===== src/common/hsssc_pkg.sv =====
// Overview of operation
// per-output overvoltage recovery restores previous state
// overtemp scope: all outputs or only affected
// normal mode per-output overvoltage shutdown disable
// shared stop/sleep overvoltage shutdown disable
// shared undervoltage shutdown disable bit
// shared undervoltage recovery restores previous state
// reserved bits always read zero
// power-on or soft reset clears word
// restart keeps configuration bits unchanged
// unrecovered trip holds off until reconfigured
`default_nettype none
package hsssc_pkg;
  localparam int             NUM_OUT        = 3;
  localparam int             ADDR_W         = 7;
  localparam int             DATA_W         = 16;
  localparam logic [6:0]     CTRL_ADDR      = 7'h07;
  localparam logic [15:0]    CTRL_RESET     = 16'h0000;
  localparam logic [15:0]    CTRL_WR_MASK   = 16'h7be8;
  localparam int             OV_REC_LSB     = 12;
  localparam int             OT_SCOPE_BIT   = 11;
  localparam int             OV_OFF_LSB     = 7;
  localparam int             LP_OV_OFF_BIT  = 6;
  localparam int             UV_OFF_BIT     = 5;
  localparam int             UV_REC_BIT     = 3;
  localparam logic [15:0]    RDATA_IDLE     = 16'h0000;

  typedef enum logic {
    HSSSC_MODE_NORMAL,
    HSSSC_MODE_LOWPOWER
  } hsssc_mode_type;

  typedef struct packed {
    logic       overvolt;
    logic       undervolt;
    logic [2:0] overtemp;
  } hsssc_fault_type;

  typedef struct packed {
    logic [6:0]  addr;
    logic [15:0] wdata;
    logic        wr;
    logic        rd;
  } hsssc_req_type;
endpackage
`default_nettype wire


===== src/hw/hsssc_top.sv =====
`timescale 1ns/1ps
`default_nettype none
module hsssc_top #(
  parameter int NUM_OUT = hsssc_pkg::NUM_OUT
) (
  input  wire logic                      clk_sys,
  input  wire logic                      rst_n,
  input  wire hsssc_pkg::hsssc_req_type  reg_req,
  input  wire logic                      soft_reset,
  input  wire logic                      restart,
  input  wire hsssc_pkg::hsssc_mode_type mode,
  input  wire hsssc_pkg::hsssc_fault_type fault,
  input  wire logic [NUM_OUT-1:0]        sw_request,
  input  wire logic [NUM_OUT-1:0]        sw_cfg_write,
  output logic [15:0]                    reg_rdata,
  output logic [NUM_OUT-1:0]             out_enable,
  output logic [NUM_OUT-1:0]             out_held
);
  logic [15:0] ctrl;

  wire addr_hit = (reg_req.addr == hsssc_pkg::CTRL_ADDR);
  wire wr_hit   = reg_req.wr & addr_hit;
  wire rd_hit   = reg_req.rd & addr_hit;

  // one mask for store and read, so the two paths cannot drift apart
  function automatic logic [15:0] hsssc_writable(input logic [15:0] word);
    hsssc_writable = word & hsssc_pkg::CTRL_WR_MASK;
  endfunction

  // write mask keeps reserved positions at zero in storage
  wire [15:0] wr_value = hsssc_writable(reg_req.wdata);

  wire [NUM_OUT-1:0] ov_rec  = ctrl[hsssc_pkg::OV_REC_LSB +: NUM_OUT];
  wire [NUM_OUT-1:0] ov_off  = ctrl[hsssc_pkg::OV_OFF_LSB +: NUM_OUT];
  wire               ot_ind  = ctrl[hsssc_pkg::OT_SCOPE_BIT];
  wire               lp_off  = ctrl[hsssc_pkg::LP_OV_OFF_BIT];
  wire               uv_off  = ctrl[hsssc_pkg::UV_OFF_BIT];
  wire               uv_rec  = ctrl[hsssc_pkg::UV_REC_BIT];
  wire               normal  = (mode == hsssc_pkg::HSSSC_MODE_NORMAL);

  wire [NUM_OUT-1:0] ov_trip;
  wire [NUM_OUT-1:0] ot_trip;
  wire [NUM_OUT-1:0] any_fault;
  wire               uv_trip = fault.undervolt & ~uv_off;
  wire               ot_any  = |fault.overtemp;

  genvar gi;
  generate
    for (gi = 0; gi < NUM_OUT; gi++) begin : g_out
      assign ov_trip[gi]   = fault.overvolt &
                             (normal ? ~ov_off[gi] : ~lp_off);
      assign ot_trip[gi]   = ot_ind ? fault.overtemp[gi] : ot_any;
      assign any_fault[gi] = ov_trip[gi] | uv_trip | ot_trip[gi];

      hsssc_gate u_gate (
        .clk_sys    (clk_sys),
        .rst_n      (rst_n),
        .request    (sw_request[gi]),
        .cfg_write  (sw_cfg_write[gi]),
        .ov_trip    (ov_trip[gi]),
        .uv_trip    (uv_trip),
        .ot_trip    (ot_trip[gi]),
        .ov_recover (ov_rec[gi]),
        .uv_recover (uv_rec),
        .out_en     (out_enable[gi]),
        .held       (out_held[gi])
      );
    end
  endgenerate

  // restart has no path into ctrl, so configuration survives it
  always_ff @(posedge clk_sys or negedge rst_n) begin
    if (!rst_n) begin
      ctrl <= hsssc_pkg::CTRL_RESET;
    end else if (soft_reset) begin
      ctrl <= hsssc_pkg::CTRL_RESET;
    end else if (wr_hit) begin
      ctrl <= wr_value;
    end
  end

  // unmapped reads answer zero
  always_ff @(posedge clk_sys or negedge rst_n) begin
    if (!rst_n) begin
      reg_rdata <= hsssc_pkg::RDATA_IDLE;
    end else if (reg_req.rd) begin
      reg_rdata <= rd_hit ? hsssc_writable(ctrl) : hsssc_pkg::RDATA_IDLE;
    end
  end

  generate
    for (gi = 0; gi < NUM_OUT; gi++) begin : g_chk

    end
  endgenerate
endmodule
`default_nettype wire


===== src/hw/hsssc_gate.sv =====
`timescale 1ns/1ps
`default_nettype none
module hsssc_gate (
  input  wire logic clk_sys,
  input  wire logic rst_n,
  input  wire logic request,
  input  wire logic cfg_write,
  input  wire logic ov_trip,
  input  wire logic uv_trip,
  input  wire logic ot_trip,
  input  wire logic ov_recover,
  input  wire logic uv_recover,
  output logic      out_en,
  output logic      held
);
  typedef enum logic [1:0] {
    HSSSC_RUN,
    HSSSC_TRIP_REC,
    HSSSC_TRIP_HOLD
  } hsssc_gate_state_type;

  hsssc_gate_state_type state;
  hsssc_gate_state_type next_state;

  wire fault_now = ov_trip | uv_trip | ot_trip;
  // overtemp has no recovery bit, so it always latches off
  wire no_rec    = (ov_trip & ~ov_recover) | (uv_trip & ~uv_recover) | ot_trip;

  always_comb begin
    next_state = state;
    unique case (state)
      HSSSC_RUN: begin
        if (fault_now) begin
          next_state = no_rec ? HSSSC_TRIP_HOLD : HSSSC_TRIP_REC;
        end
      end
      HSSSC_TRIP_REC: begin
        if (no_rec) begin
          next_state = HSSSC_TRIP_HOLD;
        end else if (!fault_now) begin
          next_state = HSSSC_RUN;
        end
      end
      HSSSC_TRIP_HOLD: begin
        // a rewrite during a live fault does not release
        if (cfg_write && !fault_now) begin
          next_state = HSSSC_RUN;
        end
      end
    endcase
  end

  always_ff @(posedge clk_sys or negedge rst_n) begin
    if (!rst_n) begin
      state  <= HSSSC_RUN;
      out_en <= 1'b0;
      held   <= 1'b0;
    end else begin
      state  <= next_state;
      out_en <= request & ~fault_now & (next_state == HSSSC_RUN);
      held   <= (next_state == HSSSC_TRIP_HOLD);
    end
  end
endmodule
`default_nettype wire


===== config.mk =====
export PLATFORM = sky130hd
export DESIGN_NAME = hsssc_top
export DESIGN_NICKNAME = d
export VERILOG_FILES = /design/src/common/hsssc_pkg.sv /design/src/hw/hsssc_top.sv /design/src/hw/hsssc_gate.sv
export SDC_FILE = /design/constraint.sdc
export NUM_CORES = 1
export LEC_CHECK = 0
export BUFFER_PORTS_ARGS = -buffer_cell sky130_fd_sc_hd__buf_4
export CAP_MARGIN = 30
export CELL_PAD_IN_SITES_DETAIL_PLACEMENT = 1
export CELL_PAD_IN_SITES_GLOBAL_PLACEMENT = 1
export CORE_ASPECT_RATIO = 1.5
export CORE_MARGIN = 2
export CORE_UTILIZATION = 37
export DETAILED_ROUTE_END_ITERATION = 16
export PLACE_DENSITY_LB_ADDON = 0.1
export SLEW_MARGIN = 40
export SYNTH_ARGS = -nofsm -noshare
export SYNTH_HDL_FRONTEND = slang
export SYNTH_SLANG_ARGS = --single-unit

===== constraint.sdc =====
create_clock -name clk_sys -period 2.4 [get_ports clk_sys]
set_clock_uncertainty 0.05 [all_clocks]
set_input_delay 0.36 -clock clk_sys [delete_from_list [all_inputs] [get_ports clk_sys]]
set_output_delay 0.36 -clock clk_sys [all_outputs]
set_load 0.02 [all_outputs]

Word level (Yosys, flattened, before mapping)
Index checks and enable logic that the tools add are counted.
{ "word_totals": {"ramBits": 0, "latchBits": 0, "ff_bits": 43, "out_inout_bits": 22, "mem_count": 0, "mem_bits_ro": 0} }
{ "op_classes": {"n_reduce_logical": 14, "muxes": 27, "mul": 0, "n_bitwise": 40, "eq_ne": 10, "n_addsub": 0, "magnitude_cmp": 0, "shift": 0, "n_div": 0} }
{ "op_table": {"columns": ["cell", "n"], "rows": [
  ["$mux W15", 3],
  ["$mux W2", 15],
  ["$pmux W2 S3", 3],
  ["$and A1 B1 Y1", 16],
  ["$eq A2 B2 Y1 const B", 6],
  ["$logic_not A2 Y1", 6],
  ["$not A1 Y1", 12],
  ["$or A1 B1 Y1", 12],
  ["$eq A7 B3 Y1 const B", 1],
  ["$eq A2 B1 Y1 const B", 3],
  ["$mux W1", 6],
  ["$logic_and A1 B1 Y1", 3],
  ["$logic_not A1 Y1", 3],
  ["$reduce_or A3 Y1", 1],
  ["$reduce_bool A2 Y1", 1]
]} }

Longest topological paths before layout
Gate-level depths: netlist (run 1).
{ "depth": {"word_depth": 11, "mapped_depth": 7} }

Modules after synthesis
Synthesis (run 1) repeated with hierarchy kept, for this count alone.
{ "unflattened": {"hier_cells": 201, "area_unflattened_um2": 1938.1} }
{ "modules_own_cells": {"columns": ["module", "cells_each", "area_per_inst_um2", "instances"], "rows": [
  ["hsssc_top", 111, 1104.8, 1],
  ["hsssc_gate", 30, 277.8, 3]
]} }

Worst setup path after synthesis (run 1)
No wires, ideal clock.
{ "synth_timing": {"kind": "input to register", "startpoint": "input reg_req[23] (netlist name)", "endpoint": "register ctrl[11]", "path_buffers": 0, "slack_ps": 667, "t_arrival_ps": 1551, "stages": 5, "setup_ps": 132, "path_cell_list": "or4b_1 > nor3_1 > nand2_2 > mux2i_1 > nor2_1"} }
{ "synth_between": {"elab_chain_len": 3} }
{ "synth_rtl": {"columns": ["element", "line_no", "text"], "rows": [
  ["start, declared", "hsssc_top.sv:8", "input wire hsssc_pkg::hsssc_req_type reg_req,"],
  ["$eq A7 B3 Y1", "hsssc_top.sv:21", "wire addr_hit = (reg_req.addr == hsssc_pkg::CTRL_ADDR);"],
  ["$and A1 B1 Y1", "hsssc_top.sv:22", "wire wr_hit = reg_req.wr & addr_hit;"],
  ["$reduce_bool A2 Y1 (no line)", null, null],
  ["end signal, assigned", "hsssc_top.sv:74", "ctrl <= hsssc_pkg::CTRL_RESET;"],
  ["end signal, assigned", "hsssc_top.sv:76", "ctrl <= hsssc_pkg::CTRL_RESET;"],
  ["end signal, assigned", "hsssc_top.sv:78", "ctrl <= wr_value;"],
  ["end, declared", "hsssc_top.sv:19", "logic [15:0] ctrl;"]
]} }
Every way passes these cells.
A chain may end at the register's enable or synchronous reset.

Worst setup path after layout (run 1)
{ "layout_timing": {"startpoint": "register ctrl[6]", "endpoint": "register g_out[0].u_gate.held"} }
{ "layout_between": {"elab_chain_len": 10, "elab_cells_between_ends": 17} }
{ "layout_rtl": {"columns": ["element", "line_no", "text"], "rows": [
  ["$not A1 Y1 *", "hsssc_top.sv:51", "(normal ? ~ov_off[gi] : ~lp_off);"],
  ["$mux W1 *", "hsssc_top.sv:51", null],
  ["$and A1 B1 Y1 *", "hsssc_top.sv:50", "assign ov_trip[gi] = fault.overvolt &"],
  ["$and A1 B1 Y1 / $or A1 B1 Y1 (equally long branches)", "hsssc_gate.sv:27, hsssc_gate.sv:25", null],
  ["$or A1 B1 Y1 (on tied branches)", "hsssc_gate.sv:27, hsssc_gate.sv:25", null],
  ["$or A1 B1 Y1 / $logic_not A1 Y1 (equally long branches)", null, null],
  ["$mux W2 / $logic_and A1 B1 Y1 (equally long branches)", "hsssc_gate.sv:34, hsssc_gate.sv:46", null],
  ["$mux W2 (on tied branches)", "hsssc_gate.sv:33, hsssc_gate.sv:46", null],
  ["$pmux W2 S3 *", "hsssc_gate.sv:31", "unique case (state)"],
  ["named net g_out[0].u_gate.next_state[1]", "hsssc_gate.sv:23", "hsssc_gate_state_type next_state;"],
  ["$eq A2 B2 Y1 *", "hsssc_gate.sv:61", "held <= (next_state == HSSSC_TRIP_HOLD);"],
  ["end signal, assigned", "hsssc_gate.sv:61", null],
  ["end, declared", "hsssc_gate.sv:14", "output logic held"]
]} }
The timed path passes the listed nets; every way through them passes the cells marked *.

==> results of run 1 <==
-- worst min-delay path: cells and delay by family --
kind	cells	cell delay [ps]
muxes	1	50
buffers and inverters	1	70
and+or+nand+nor	1	70
-- layout by cell type (no fill, tap or decap), types with 3 or more instances in the layout --
master    Yosys  final
nor2_1       14     14
dfrtp_1      32     32
mux2i_1      11     11
buf_4        12     49
conb_1        1      6
nor2b_1       3      3
nor3_1        4      4
a21oi_1       7      7
clkbuf_8      0      7
nand2_1      21     21
inv_1        23     23
o21ai_0      13     13
ha_1          6      6
o211ai_1      4      4
o21ai_1       3      3
-- per-layer routing --
metal  track usage (%)  part of all wire (%)  up-vias
met5                 0                     0        -
met4              6.91                   1.6        0
met3              4.15                   4.6        6
met2              29.6                    55       39
met1              19.4                    38      717
li1                  -                     -      722
-- per-stage QoR --
step | util [%] | worst slack (ps) | hold slack (ps)
after global placement | 45.9 | 410 | 279
final | 48.8 | 465 | 262
after CTS | 48.8 | 426 | 258
after detailed placement | 45.9 | 372 | 276
after floorplan | - | 667 | 14.4
after global routing | 48.8 | 296 | 260
-- flip-flops by register name, indices dropped and copies added (netlist names) --
name / cells
g_out.u_gate.out_en: 3
ctrl: 10
g_out.u_gate.state: 6
reg_rdata: 10
g_out.u_gate.held: 3
-- power breakdown --
part	total (mW)	internal [mW]	switching (mW)	leakage (nW)
Combinational	0.464	0.201	0.263	0.666
Sequential	0.625	0.596	0.0295	0.433
Clock	0.568	0.366	0.202	0.0645
Total	1.66	1.16	0.494	1.16
-- worst min path at each step --
stage	endpoint	start	slack, ps	cells after the start
2_1_floorplan	ctrl[11]$_DFFE_PN0P_	rst_n	10	0
3_3_place_gp	g_out[1].u_gate.out_en$_DFF_PN0_	rst_n	280	1
3_5_place_dp	g_out[1].u_gate.out_en$_DFF_PN0_	rst_n	280	1
4_1_cts	g_out[0].u_gate.out_en$_DFF_PN0_	sw_request[0]	260	3
5_1_grt	g_out[0].u_gate.out_en$_DFF_PN0_	sw_request[0]	260	3
6_report	ctrl[8]$_DFFE_PN0P_	reg_req[10]	260	3
-- cells by family (layout without fill, tap and decap cells) --
family,after synthesis,after routing,share of synthesized area [%]
other,1,6,0.204
adders and majority gates,6,6,4.08
AOI/OAI and AO/OA,48,48,20.4
muxes,11,11,5.98
and+or+nand+nor,56,56,15.6
DFF,32,32,43.5
buffers and inverters,38,81,10.3
-- layout make-up --
type | count | area share [%]
multi-input combinational | 127 | 37.1
inverter | 23 | 3.68
timing repair buffer | 50 | 16.1
clock buffer | 7 | 4.11
tap | 66 | 3.52
clock inverter | 1 | 1.28
sequential | 32 | 34.2
==> impl_summary.log, run 1 <==
[metrics] outcome: complete, no violations
[metrics] CP required: roughly 2600 ps
[metrics] Cell Count Post-Placement: around 300
[metrics] max incr delay on CP: 450 ps
[metrics] leading cell type by number of instances after synthesis: dfrtp_1
[metrics] cell area after technology mapping: roughly 1800 um2
[metrics] horizontal die dimension: about 62 um
[metrics] sort of element at the start of the critical path: flop
[metrics] setup TNS after final layout: 0 ps
[metrics] DRC errors left: 0
[metrics] area share of the largest cell type after synthesis: a little over two fifths
[metrics] detailed placer's ending HPWL: 3270 um
[metrics] Peak supply drop: 0.353 mV
[metrics] worst-path fanout max: 5
[metrics] critical setup path kind: reg2reg
[metrics] maximum operating frequency: ~520 MHz
[metrics] arrival time at the worst endpoint: around 2100 ps
[metrics] Die Y-Extent: 90.4 um
[metrics] power per cell area: 707 nW/um2
[metrics] I/O Pins: 63
[metrics] largest area contributor in the synthesized netlist: dfrtp_1
[metrics] Critical Path End: g_out[0].u_gate.held$_DFF_PN0_
[metrics] number of global-route vias before repair: 1555
[metrics] initial DRC count: 20
[metrics] endpoint of the most critical register-to-register path: g_out[0].u_gate.held$_DFF_PN0_
[metrics] CP Cell Sequence: mux2i_1 > nand2_1 > o211ai_1 > a31oi_1 > o21ai_1 > nor2b_1
[metrics] number of enable-type register cells in the synthesized netlist: 0
[metrics] Syn-to-layout area delta: 27.3%
[metrics] Post-CTS Setup Repair Bufs: 0
[metrics] post-synthesis area per instance: 9.59 um2
[metrics] number of antenna violations at the first check in global routing: 0
[metrics] post-synthesis sequential area ratio: a little over two fifths
[metrics] post-route minimum period: ~1900 ps
[metrics] vias after detailed routing: approximately 1500
[metrics] Starting Density: 38.3%
[metrics] clock tree root buffer cell: clkbuf_8
[metrics] maximum buffer depth of the clock tree: 2
[metrics] Post-synth top flop: dfrtp_1
[metrics] worst setup path startpoint: ctrl[6]$_DFFE_PN0P_
[metrics] R2R setup slack: between 400 and 500 ps
[metrics] # port buffers: between 40 and 50
[metrics] count of instances resized after the clock tree is built: 0
[metrics] Sinks on Clock Net: 32
[metrics] routed wire length: around 4200 um
[metrics] leading cell types by count after synthesis: 32 x dfrtp_1, 23 x inv_1, 21 x nand2_1
[metrics] # Max-Cap Violations: 0
[metrics] cell area after placement: around 2200 um2
[metrics] largest cells by area after synthesis: dfrtp_1 43%, mux2i_1 6.0%, buf_4 4.9%
[metrics] sum of buffers and inverters on the critical path: 0
[metrics] path category of the worst min-delay check: in2reg
[metrics] synth unique cells: 43
[metrics] endpoint type of the worst setup path: flop
[metrics] fraction of layout instances using a drive strength above 1: a little under a third
[metrics] total die area: between 5000 and 6000 um2
[metrics] Final Power: between 1.5 and 2 mW
[metrics] Top delay family on crit path: compound AO/OA/AOI/OAI gates
[metrics] instance count of the mapped netlist: between 150 and 200
[metrics] first drt pass iteration count: 4
[metrics] final instance count without filler cells: about 310
[metrics] depth of the CTS H-tree: 2
[metrics] cell with the biggest individual delay on the critical path: dfrtp_1
[metrics] number of buffers inserted during clock tree synthesis: 5
[metrics] Hold Vio Cnt, Final: 0
[metrics] CTS tree: yes
[metrics] setup repair after global routing missed its margin: false
[metrics] launch point of the worst reg-to-reg path: ctrl[6]$_DFFE_PN0P_
[metrics] Slew Viols, Final: 0
[metrics] number of buffers inserted for hold repair after clock tree synthesis: 1
[metrics] GRT Resource Usage Total: 17.2%
[metrics] pin count of the biggest net entering global routing: 33
[metrics] footprint of the multi-input gates: 871 um2
[metrics] worst skew pair latency: around 280 ps
[metrics] Yosys warnings: 0
[metrics] number of nets in the final layout: around 290
[metrics] filler cell count: 580
[metrics] detail-routed via count per cell: ~4.8
[metrics] clock edge transition at the registers on the reported setup and hold paths: ~70 ps
[metrics] static power due to leakage: 1.16 nW
[metrics] number of diodes: 0
[metrics] Placer Congestion: 0.727
[metrics] antenna-violating nets left: 0
[metrics] sum of overflow across all layers after global routing: 0
[metrics] Design Area, Final: approximately 2300 um2
[metrics] worst r2r path cells: 6
[metrics] FF+latch count, synth: 32
[metrics] first-pass GRT wire length: between 7000 and 8000 um
[metrics] crit share post-route: about four fifths
[metrics] sequential cell area: ~800 um2
[metrics] share of flip-flops with an asynchronous set or reset after synthesis: 100%
[metrics] wire length per cell after detailed routing: between 10 and 15 um
[metrics] core area: 4810 um2
[metrics] final setup violation count: 0
[metrics] num rows: 31
[metrics] number of cells on the critical path: 6
Note: power is estimated with default switching activity, not from simulation.
==> inputs of run 2 (changes only) <==
--- a/config.mk
+++ b/config.mk
@@ -5,13 +5,14 @@
 export SDC_FILE = /design/constraint.sdc
 export NUM_CORES = 1
 export LEC_CHECK = 0
+export ABC_AREA = 1
 export BUFFER_PORTS_ARGS = -buffer_cell sky130_fd_sc_hd__buf_4
 export CAP_MARGIN = 30
 export CELL_PAD_IN_SITES_DETAIL_PLACEMENT = 1
 export CELL_PAD_IN_SITES_GLOBAL_PLACEMENT = 1
 export CORE_ASPECT_RATIO = 1.5
 export CORE_MARGIN = 2
-export CORE_UTILIZATION = 37
+export CORE_UTILIZATION = 35
 export DETAILED_ROUTE_END_ITERATION = 16
 export PLACE_DENSITY_LB_ADDON = 0.1
 export SLEW_MARGIN = 40
==> constraint.sdc (replaced) <==
create_clock -name clk_sys -period 1.89 [get_ports clk_sys]
set_clock_uncertainty 0.05 [all_clocks]
set_input_delay 0.2835 -clock clk_sys [delete_from_list [all_inputs] [get_ports clk_sys]]
set_output_delay 0.2835 -clock clk_sys [all_outputs]
set_load 0.02 [all_outputs]
==> run 2 against run 1 <==
  * Via count increased by 9.2%
  * Wire length decreased by 1.2%
  * Area after synthesis decreased by 0.68%
  * Setup slack got worse by 110 ps
  * First-iteration DRC count increased by 40%
  * Cell count increased by 14%
  * Synthesized cell count increased by 20%
  * Count of clock-buffer cells in the layout unchanged
  * Register-to-register slack got worse by 110 ps
  * Global-route usage decreased by 0.87 points
  * Largest power group unchanged
==> impl_summary.log, run 2 <==
[metrics] final worst hold slack: 183 ps (-79.3 ps)
[metrics] leading cell types by count after synthesis: 42 x nand2_1, 38 x inv_1, 32 x dfrtp_1
[metrics] sum of overflow across all layers after global routing: 0 (unchanged)
[metrics] Regs by FF count: ctrl: 10 flops, reg_rdata: 10 flops, g_out.u_gate.state: 6 flops
[metrics] pin count of the biggest net entering global routing: 33 (unchanged)
[metrics] share of flip-flops with an asynchronous set or reset after synthesis: 100% (unchanged)
[metrics] share of synthesized area spent on multiplexers: 0% (-6.0 points)
[metrics] Post-synth top flop: dfrtp_1
[metrics] worst r2r path cells: 9 (+3)
[metrics] endpoint of the most critical register-to-register path: g_out[2].u_gate.held$_DFF_PN0_
[metrics] final setup violation count: 0 (unchanged)
[metrics] post-synthesis area per instance: 7.92 um2 (-17%)
[metrics] power per cell area: 1000 nW/um2 (+42%)
[metrics] number of nets in the final layout: 326 (+14%)
[metrics] Peak supply drop: 0.342 mV (-3.2%)
[metrics] CTS tree: yes
[metrics] critical setup path kind: reg2reg
[metrics] # Max-Cap Violations: 0 (unchanged)
[metrics] path category of the worst min-delay check: in2reg
[metrics] I/O Pins: 63 (unchanged)
[metrics] total die area: 5830 um2 (+4.7%)
[metrics] fraction of layout instances using a drive strength above 1: 28.6% (-1.4 points)
[metrics] Post-Synth Simple-Gate Area: 29.0% (+13 points)
[metrics] GRT Resource Usage Total: 16.3% (-0.87 points)
[metrics] horizontal die dimension: 63.0 um (+2.3%)
[metrics] setup TNS after final layout: 0 ps (unchanged)
[metrics] instance count of the mapped netlist: 231 (+20%)
[metrics] num rows: 32 (+3.2%)
[metrics] most frequent standard cell in the layout excluding fill and tap cells: buf_4
[metrics] cell with the biggest individual delay on the critical path: dfrtp_1
[metrics] arrival time at the worst endpoint: 1690 ps (-410 ps)
[metrics] Starting Density: 36.0% (-2.3 points)
[metrics] number of antenna violations at the first check in global routing: 0 (unchanged)
[metrics] cell area after placement: 2210 um2 (about the same)
[metrics] maximum buffer depth of the clock tree: 2 (unchanged)
[metrics] synth unique cells: 21 (-51%)
[metrics] R2R setup slack: 360 ps (-110 ps)
[metrics] max incr delay on CP: 430 ps (-20 ps)
[metrics] largest area contributor in the synthesized netlist: dfrtp_1
[metrics] Die Y-Extent: 92.5 um (+2.4%)
[metrics] Sinks on Clock Net: 32 (unchanged)
[metrics] clock edge transition at the registers on the reported setup and hold paths: 70 ps (about the same)
[metrics] first drt pass iteration count: 2 (-2)
[metrics] CP Cell Sequence: nor2_2 > nand2_2 > nand2_2 > nand3_1 > nand2_1 > nand2_1 > nand2_1 > nand2_2 > a21oi_1
[metrics] Final Power: 2.35 mW (+42%)
[metrics] fraction of the mapped netlist area in compound gates: 9.30% (-11 points)
[metrics] sort of element at the start of the critical path: flop
[metrics] Top delay family on crit path: simple AND/OR/NAND/NOR gates
[metrics] Hold Vio Cnt, Final: 0 (unchanged)
[metrics] number of buffers inserted during clock tree synthesis: 5 (unchanged)
[metrics] Yosys warnings: 0 (unchanged)
[metrics] highest-count cells in the layout ignoring fill and taps: 51 x buf_4, 42 x nand2_1, 38 x inv_1
[metrics] vias after detailed routing: 1620 (+9.2%)
[metrics] Hold Path Sink: ctrl[9]$_DFFE_PN0P_
[metrics] number of global-route vias before repair: 1712 (+10%)
[metrics] depth of the CTS H-tree: 2 (unchanged)
[metrics] largest cells by area after synthesis: dfrtp_1 44%, nand2_1 8.6%, inv_1 7.8%
[metrics] first-pass GRT wire length: 7500 um (+3.9%)
[metrics] Syn-to-layout area delta: 28.2%
[metrics] setup repair after global routing missed its margin: false
[metrics] sum of buffers and inverters on the critical path: 0 (unchanged)
[metrics] maximum operating frequency: 652 MHz (+26%)
[metrics] initial DRC count: 28 (+40%)
[metrics] worst skew pair latency: 280 ps (about the same)
[metrics] detailed placer's ending HPWL: 3390 um (+3.6%)
[metrics] static power due to leakage: 1.20 nW (+3.6%)
[metrics] core area: 5080 um2 (+5.7%)
[metrics] cell area after technology mapping: 1830 um2 (-0.68%)
[metrics] combinational family with the most area after synthesis: simple AND/OR/NAND/NOR gates
[metrics] clock tree root buffer cell: clkbuf_8
[metrics] crit share post-route: 81.1% (+0.49 points)
[metrics] DRC errors left: 0 (unchanged)
[metrics] FF+latch count, synth: 32 (unchanged)
[metrics] worst-path fanout max: 5 (unchanged)
[metrics] detail-routed via count per cell: 4.66 (-4.0%)
[metrics] CP required: 2050 ps (-510 ps)
[metrics] number of stages on the worst hold path: 3 (unchanged)
[metrics] area share of the largest cell type after synthesis: 43.8% (+0.30 points)
[metrics] endpoint type of the worst setup path: flop
[metrics] xor and xnor fraction of the mapped netlist area: 0% (unchanged)
[metrics] post-layout util: 46.1% (-2.6 points)
[metrics] launch point of the worst reg-to-reg path: ctrl[11]$_DFFE_PN0P_
[metrics] post-route minimum period: 1530 ps (-402 ps)
[metrics] routed wire length: 4200 um (-1.2%)
[metrics] # port buffers: 49 (unchanged)
[metrics] number of diodes: 0 (unchanged)
[metrics] Design Area, Final: 2350 um2 (about the same)
[metrics] antenna-violating nets left: 0 (unchanged)
[metrics] Slew Viols, Final: 0 (unchanged)
[metrics] post-synthesis sequential area ratio: 43.8% (+0.30 points)
[metrics] outcome: complete, no violations
[metrics] Post-CTS Setup Repair Bufs: 0 (unchanged)
[metrics] HP Start: reg_req[11]
[metrics] Placer Congestion: 0.743 (+2.2%)
[metrics] wire length per cell after detailed routing: 12.1 um (-13%)
[metrics] number of enable-type register cells in the synthesized netlist: 0 (unchanged)
[metrics] adder and majority gate portion of the synthesized area: 4.10% (+0.028 points)
[metrics] leading cell type by number of instances after synthesis: nand2_1
## run 2: cell types whose count changed in the layout (fill, tap and decap cells not counted), sizes merged, moves of 4 or more
cell,previous run,this run
inv,23,38
mux2i,11,0
nand2,22,55
nand3,0,28
nand4,0,7
nor2,14,18
nor3,6,0
o21ai,16,12
o22ai,0,10
## run 2: cell type report
type	count	area, um2
Clock buffer	7	96.3
Clock inverter	1	30.0
Fill cell	661	2740
Inverter	38	143
Multi-Input combinational cell	150	798
Sequential cell	32	801
Tap cell	68	85.1
Timing Repair Buffer	52	393
## run 2: timing repair
action | 4_1_cts | 5_1_grt
gates resized for setup | 0 | 0
hold buffers | 1 | 0
endpoints found under the hold margin | 32 | 0
## run 2: power breakdown
part           internal [mW]  switching (mW)
Clock                  0.465           0.256
Sequential             0.788          0.0817
Combinational          0.313           0.450
## run 2: kinds of logic after synthesis
logic type | count (synthesis)
flops | 32
compound gates | 29
simple gates | 109
other cells | 1
fa+ha+maj | 6
buf+inv | 54
## run 2: worst max path at each step
stage	start	to	slack, ps	depth (start not counted)
2_1_floorplan	ctrl[11]$_DFFE_PN0P_	g_out[2].u_gate.out_en$_DFF_PN0_	530	10
3_3_place_gp	mode	g_out[0].u_gate.held$_DFF_PN0_	350	10
3_5_place_dp	reg_req[21]	reg_rdata[14]$_DFFE_PN0P_	340	4
4_1_cts	ctrl[11]$_DFFE_PN0P_	g_out[2].u_gate.held$_DFF_PN0_	340	9
5_1_grt	ctrl[6]$_DFFE_PN0P_	g_out[0].u_gate.held$_DFF_PN0_	180	9
6_report	ctrl[11]$_DFFE_PN0P_	g_out[2].u_gate.held$_DFF_PN0_	360	9
## run 2: worst min-delay path, cell delays in order
cell	delay [ps]
buf_4	80
nand3_1	60
o21ai_0	60
## run 2: per-stage QoR
step / setup WS (ps) / cells
3_3_place_gp: 347 / 339
3_5_place_dp: 344 / 339
4_1_cts: 341 / 348
2_1_floorplan: 534 / 236
5_1_grt: 177 / 348
6_report: 357 / 348
## run 2: per-layer routing
metal / vias to the layer above / routed length (um) / global-route usage (%)
met5: - / 0 / 0
met4: 0 / 76 / 6.67
met3: 6 / 203 / 3.52
met2: 41 / 2240 / 29.4
met1: 752 / 1680 / 18.4
li1: 821 / - / -
==> inputs of run 3 (changes only) <==
--- a/config.mk
+++ b/config.mk
@@ -5,14 +5,14 @@
 export SDC_FILE = /design/constraint.sdc
 export NUM_CORES = 1
 export LEC_CHECK = 0
-export ABC_AREA = 1
+export ABC_AREA = 0
 export BUFFER_PORTS_ARGS = -buffer_cell sky130_fd_sc_hd__buf_4
 export CAP_MARGIN = 30
 export CELL_PAD_IN_SITES_DETAIL_PLACEMENT = 1
 export CELL_PAD_IN_SITES_GLOBAL_PLACEMENT = 1
 export CORE_ASPECT_RATIO = 1.5
 export CORE_MARGIN = 2
-export CORE_UTILIZATION = 35
+export CORE_UTILIZATION = 33
 export DETAILED_ROUTE_END_ITERATION = 16
 export PLACE_DENSITY_LB_ADDON = 0.1
 export SLEW_MARGIN = 40
==> constraint.sdc (replaced) <==
create_clock -name clk_sys -period 1.36 [get_ports clk_sys]
set_clock_uncertainty 0.05 [all_clocks]
set_input_delay 0.204 -clock clk_sys [delete_from_list [all_inputs] [get_ports clk_sys]]
set_output_delay 0.204 -clock clk_sys [all_outputs]
set_load 0.02 [all_outputs]
==> run 3 against run 2 <==
  * The run now ends with setup timing left
  * Clock power grew 7.9%
  * Global-route usage grew 1.5 points
  * Critical path depth decreased by 2
  * Sequential share of layout area shrank 6.4 points
  * Design area up 23%
  * Total power increased by 30%
  * Sequential cell count did not move
  * Largest power group is now combinational logic
  * Critical endpoint unchanged
==> impl_summary.log, run 3 (same netlist as run 1, synthesis figures left out) <==
[metrics] CP Cell Sequence: a21boi_4 > nand2_1 > o211ai_1 > buf_4 > nor3_2 > a211o_1 > nor2b_1
[metrics] fin worst setup slack: -377 ps (-735 ps)
[metrics] maximum operating frequency: 576 MHz (-12%)
[metrics] critical setup path kind: reg2reg
[metrics] Die Y-Extent: 95.5 um (+3.2%)
[metrics] Starting Density: 34.1% (-1.9 points)
[metrics] Final Power: 3.07 mW (+30%)
[metrics] number of buffers inserted during clock tree synthesis: 5 (unchanged)
[metrics] CP required: 1520 ps (-530 ps)
[metrics] number of antenna violations at the first check in global routing: 0 (unchanged)
[metrics] cell area after placement: 2490 um2 (+13%)
[metrics] depth of the CTS H-tree: 2 (unchanged)
[metrics] Regs by FF count: ctrl: 10 flops, reg_rdata: 10 flops, g_out.u_gate.state: 6 flops
[metrics] path category of the worst min-delay check: in2reg
[metrics] Syn-to-layout area delta: 57.1%
[metrics] vias after detailed routing: 1708 (+5.4%)
[metrics] most frequent standard cell in the layout excluding fill and tap cells: buf_4
[metrics] number of nets in the final layout: 331 (+1.5%)
[metrics] clock edge transition at the registers on the reported setup and hold paths: 70 ps (about the same)
[metrics] static power due to leakage: 1.42 nW (+18%)
[metrics] share of power burned in combinational logic: 38.8% (+6.4 points)
[metrics] outcome: complete, but fails checks
[metrics] detail-routed via count per cell: 4.81 (+3.4%)
[metrics] pin count of the biggest net entering global routing: 33 (unchanged)
[metrics] Hold Vio Cnt, Final: 0 (unchanged)
[metrics] routed wire length: 5230 um (+25%)
[metrics] post-route minimum period: 1740 ps (+205 ps)
[metrics] filler cell count: 625 (-5.4%)
[metrics] number of global-route vias before repair: 1770 (+3.4%)
[metrics] number of diodes: 0 (unchanged)
[metrics] fraction of power spent switching nets: 33.1% (-0.33 points)
[metrics] CTS tree: yes
[metrics] Top delay family on crit path: compound AO/OA/AOI/OAI gates
[metrics] Peak supply drop: 0.541 mV (+58%)
[metrics] # port buffers: 49 (unchanged)
[metrics] sequential share of power: 35.8% (-1.1 points)
[metrics] setup repair after global routing missed its margin: true
[metrics] sum of buffers and inverters on the critical path: 1 (+1)
[metrics] Placer Congestion: 0.772 (+3.9%)
[metrics] Pint: 2.05 mW (+31%)
[metrics] num rows: 33 (+3.1%)
[metrics] sum of overflow across all layers after global routing: 0 (unchanged)
[metrics] worst skew pair latency: 280 ps (about the same)
[metrics] power per cell area: 1060 nW/um2 (+5.6%)
[metrics] clock tree root buffer cell: clkbuf_8
[metrics] failing checks: setup timing
[metrics] GRT Resource Usage Total: 17.8% (+1.5 points)
[metrics] # Max-Cap Violations: 0 (unchanged)
[metrics] sort of element at the start of the critical path: flop
[metrics] Sinks on Clock Net: 32 (unchanged)
[metrics] endpoint type of the worst setup path: flop
[metrics] power dissipated by switching net loads: 1.02 mW (+29%)
[metrics] initial DRC count: 56 (+100%)
[metrics] wire length per cell after detailed routing: 14.7 um (+22%)
[metrics] core area: 5410 um2 (+6.4%)
[metrics] setup TNS after final layout: -3750 ps (-3750 ps)
[metrics] crit share post-route: 128% (+47 points)
[metrics] Clk network pwr share: 25.4% (-5.2 points)
[metrics] total die area: 6210 um2 (+6.4%)
[metrics] DRC errors left: 0 (unchanged)
[metrics] antenna-violating nets left: 0 (unchanged)
[metrics] maximum buffer depth of the clock tree: 2 (unchanged)
[metrics] cell with the biggest individual delay on the critical path: dfrtp_2
[metrics] highest-count cells in the layout ignoring fill and taps: 87 x buf_4, 31 x dfrtp_1, 23 x inv_1
[metrics] arrival time at the worst endpoint: 1900 ps (+210 ps)
[metrics] I/O Pins: 63 (unchanged)
[metrics] worst-path fanout max: 4 (-1)
[metrics] first drt pass iteration count: 4 (+2)
[metrics] Design Area, Final: 2890 um2 (+23%)
[metrics] horizontal die dimension: 65.0 um (+3.1%)
[metrics] post-layout util: 53.5% (+7.4 points)
[metrics] Slew Viols, Final: 0 (unchanged)
[metrics] first-pass GRT wire length: 8380 um (+12%)
[metrics] detailed placer's ending HPWL: 3650 um (+7.8%)
[metrics] fraction of layout instances using a drive strength above 1: 53.7% (+25 points)
[metrics] max incr delay on CP: 460 ps (+30 ps)
[metrics] final setup violation count: 24 (+24)
[run 3: repair_timing]
action                     in CTS  in global routing
setup buffers                   7                  7
gates resized for setup        24                 25
setup endpoints to repair      32                 32
pin swaps                      15                 14
cloned                          2                  0
hold endpoints to repair       32                  0
hold buffers                    1                  0
[run 3: path summary, 6_finish.rpt]
| check | start | endpoint | slack, ps | depth (start not counted) |
|---|---|---|---|---|
| min in group asynchronous | rst_n | ctrl[12]$_DFFE_PN0P_ | 350 | 2 |
| setup reg to reg | ctrl[6]$_DFFE_PN0P_ | g_out[2].u_gate.held$_DFF_PN0_ | -380 | 7 |
| setup / recovery | ctrl[6]$_DFFE_PN0P_ | g_out[2].u_gate.held$_DFF_PN0_ | -380 | 7 |
| max in group asynchronous | rst_n | ctrl[6]$_DFFE_PN0P_ | 590 | 2 |
| hold / removal | reg_req[14] | ctrl[12]$_DFFE_PN0P_ | 110 | 3 |
| hold reg to reg | reg_rdata[12]$_DFFE_PN0P_ | reg_rdata[12]$_DFFE_PN0P_ | 470 | 2 |
[run 3: per-layer routing]
layer / part of all wire, % / track usage (%)
met2: 54 / 33.4
met4: 1.5 / 5.85
met1: 40 / 19.5
met5: 0 / 0
met3: 4.1 / 3.90
[run 3: layout make-up]
cell class / count / area (um2) / area share (%)
tap: 70 / 87.6 / 3.03
timing repair buffer: 93 / 719 / 24.9
inverter: 23 / 86.3 / 2.98
clock buffer: 6 / 82.6 / 2.85
sequential: 32 / 802 / 27.7
clock inverter: 2 / 15.0 / 0.519
multi-input combinational: 129 / 1100 / 38.0
[run 3: metrics by stage]
step | std cells | setup slack [ps] | hold slack [ps]
3_3_place_gp | 331 | -349 | 124
3_5_place_dp | 331 | -382 | 129
2_1_floorplan | 197 | -242 | -142
6_report | 355 | -377 | 110
5_1_grt | 355 | -499 | 115
4_1_cts | 348 | -365 | 101
[run 3: power groups by stage]
| stage | combinational (mW) | sequential [mW] | clock, mW |
|---|---|---|---|
| global placement | 1.03 | 1.11 | 0 |
| detailed placement | 1.05 | 1.12 | 0 |
| floorplan | 0.640 | 1.11 | 0 |
| CTS | 1.12 | 1.10 | 0.804 |
| global route | 1.31 | 1.11 | 0.838 |
| finish | 1.19 | 1.10 | 0.778 |
[run 3: worst register-to-register path, cell delays in order, from the launching register on]
cell and delay [ps]:
dfrtp_2 460, a21boi_4 210, nand2_1 90, o211ai_1 210
buf_4 180, nor3_2 40, a211o_1 310, nor2b_1 120
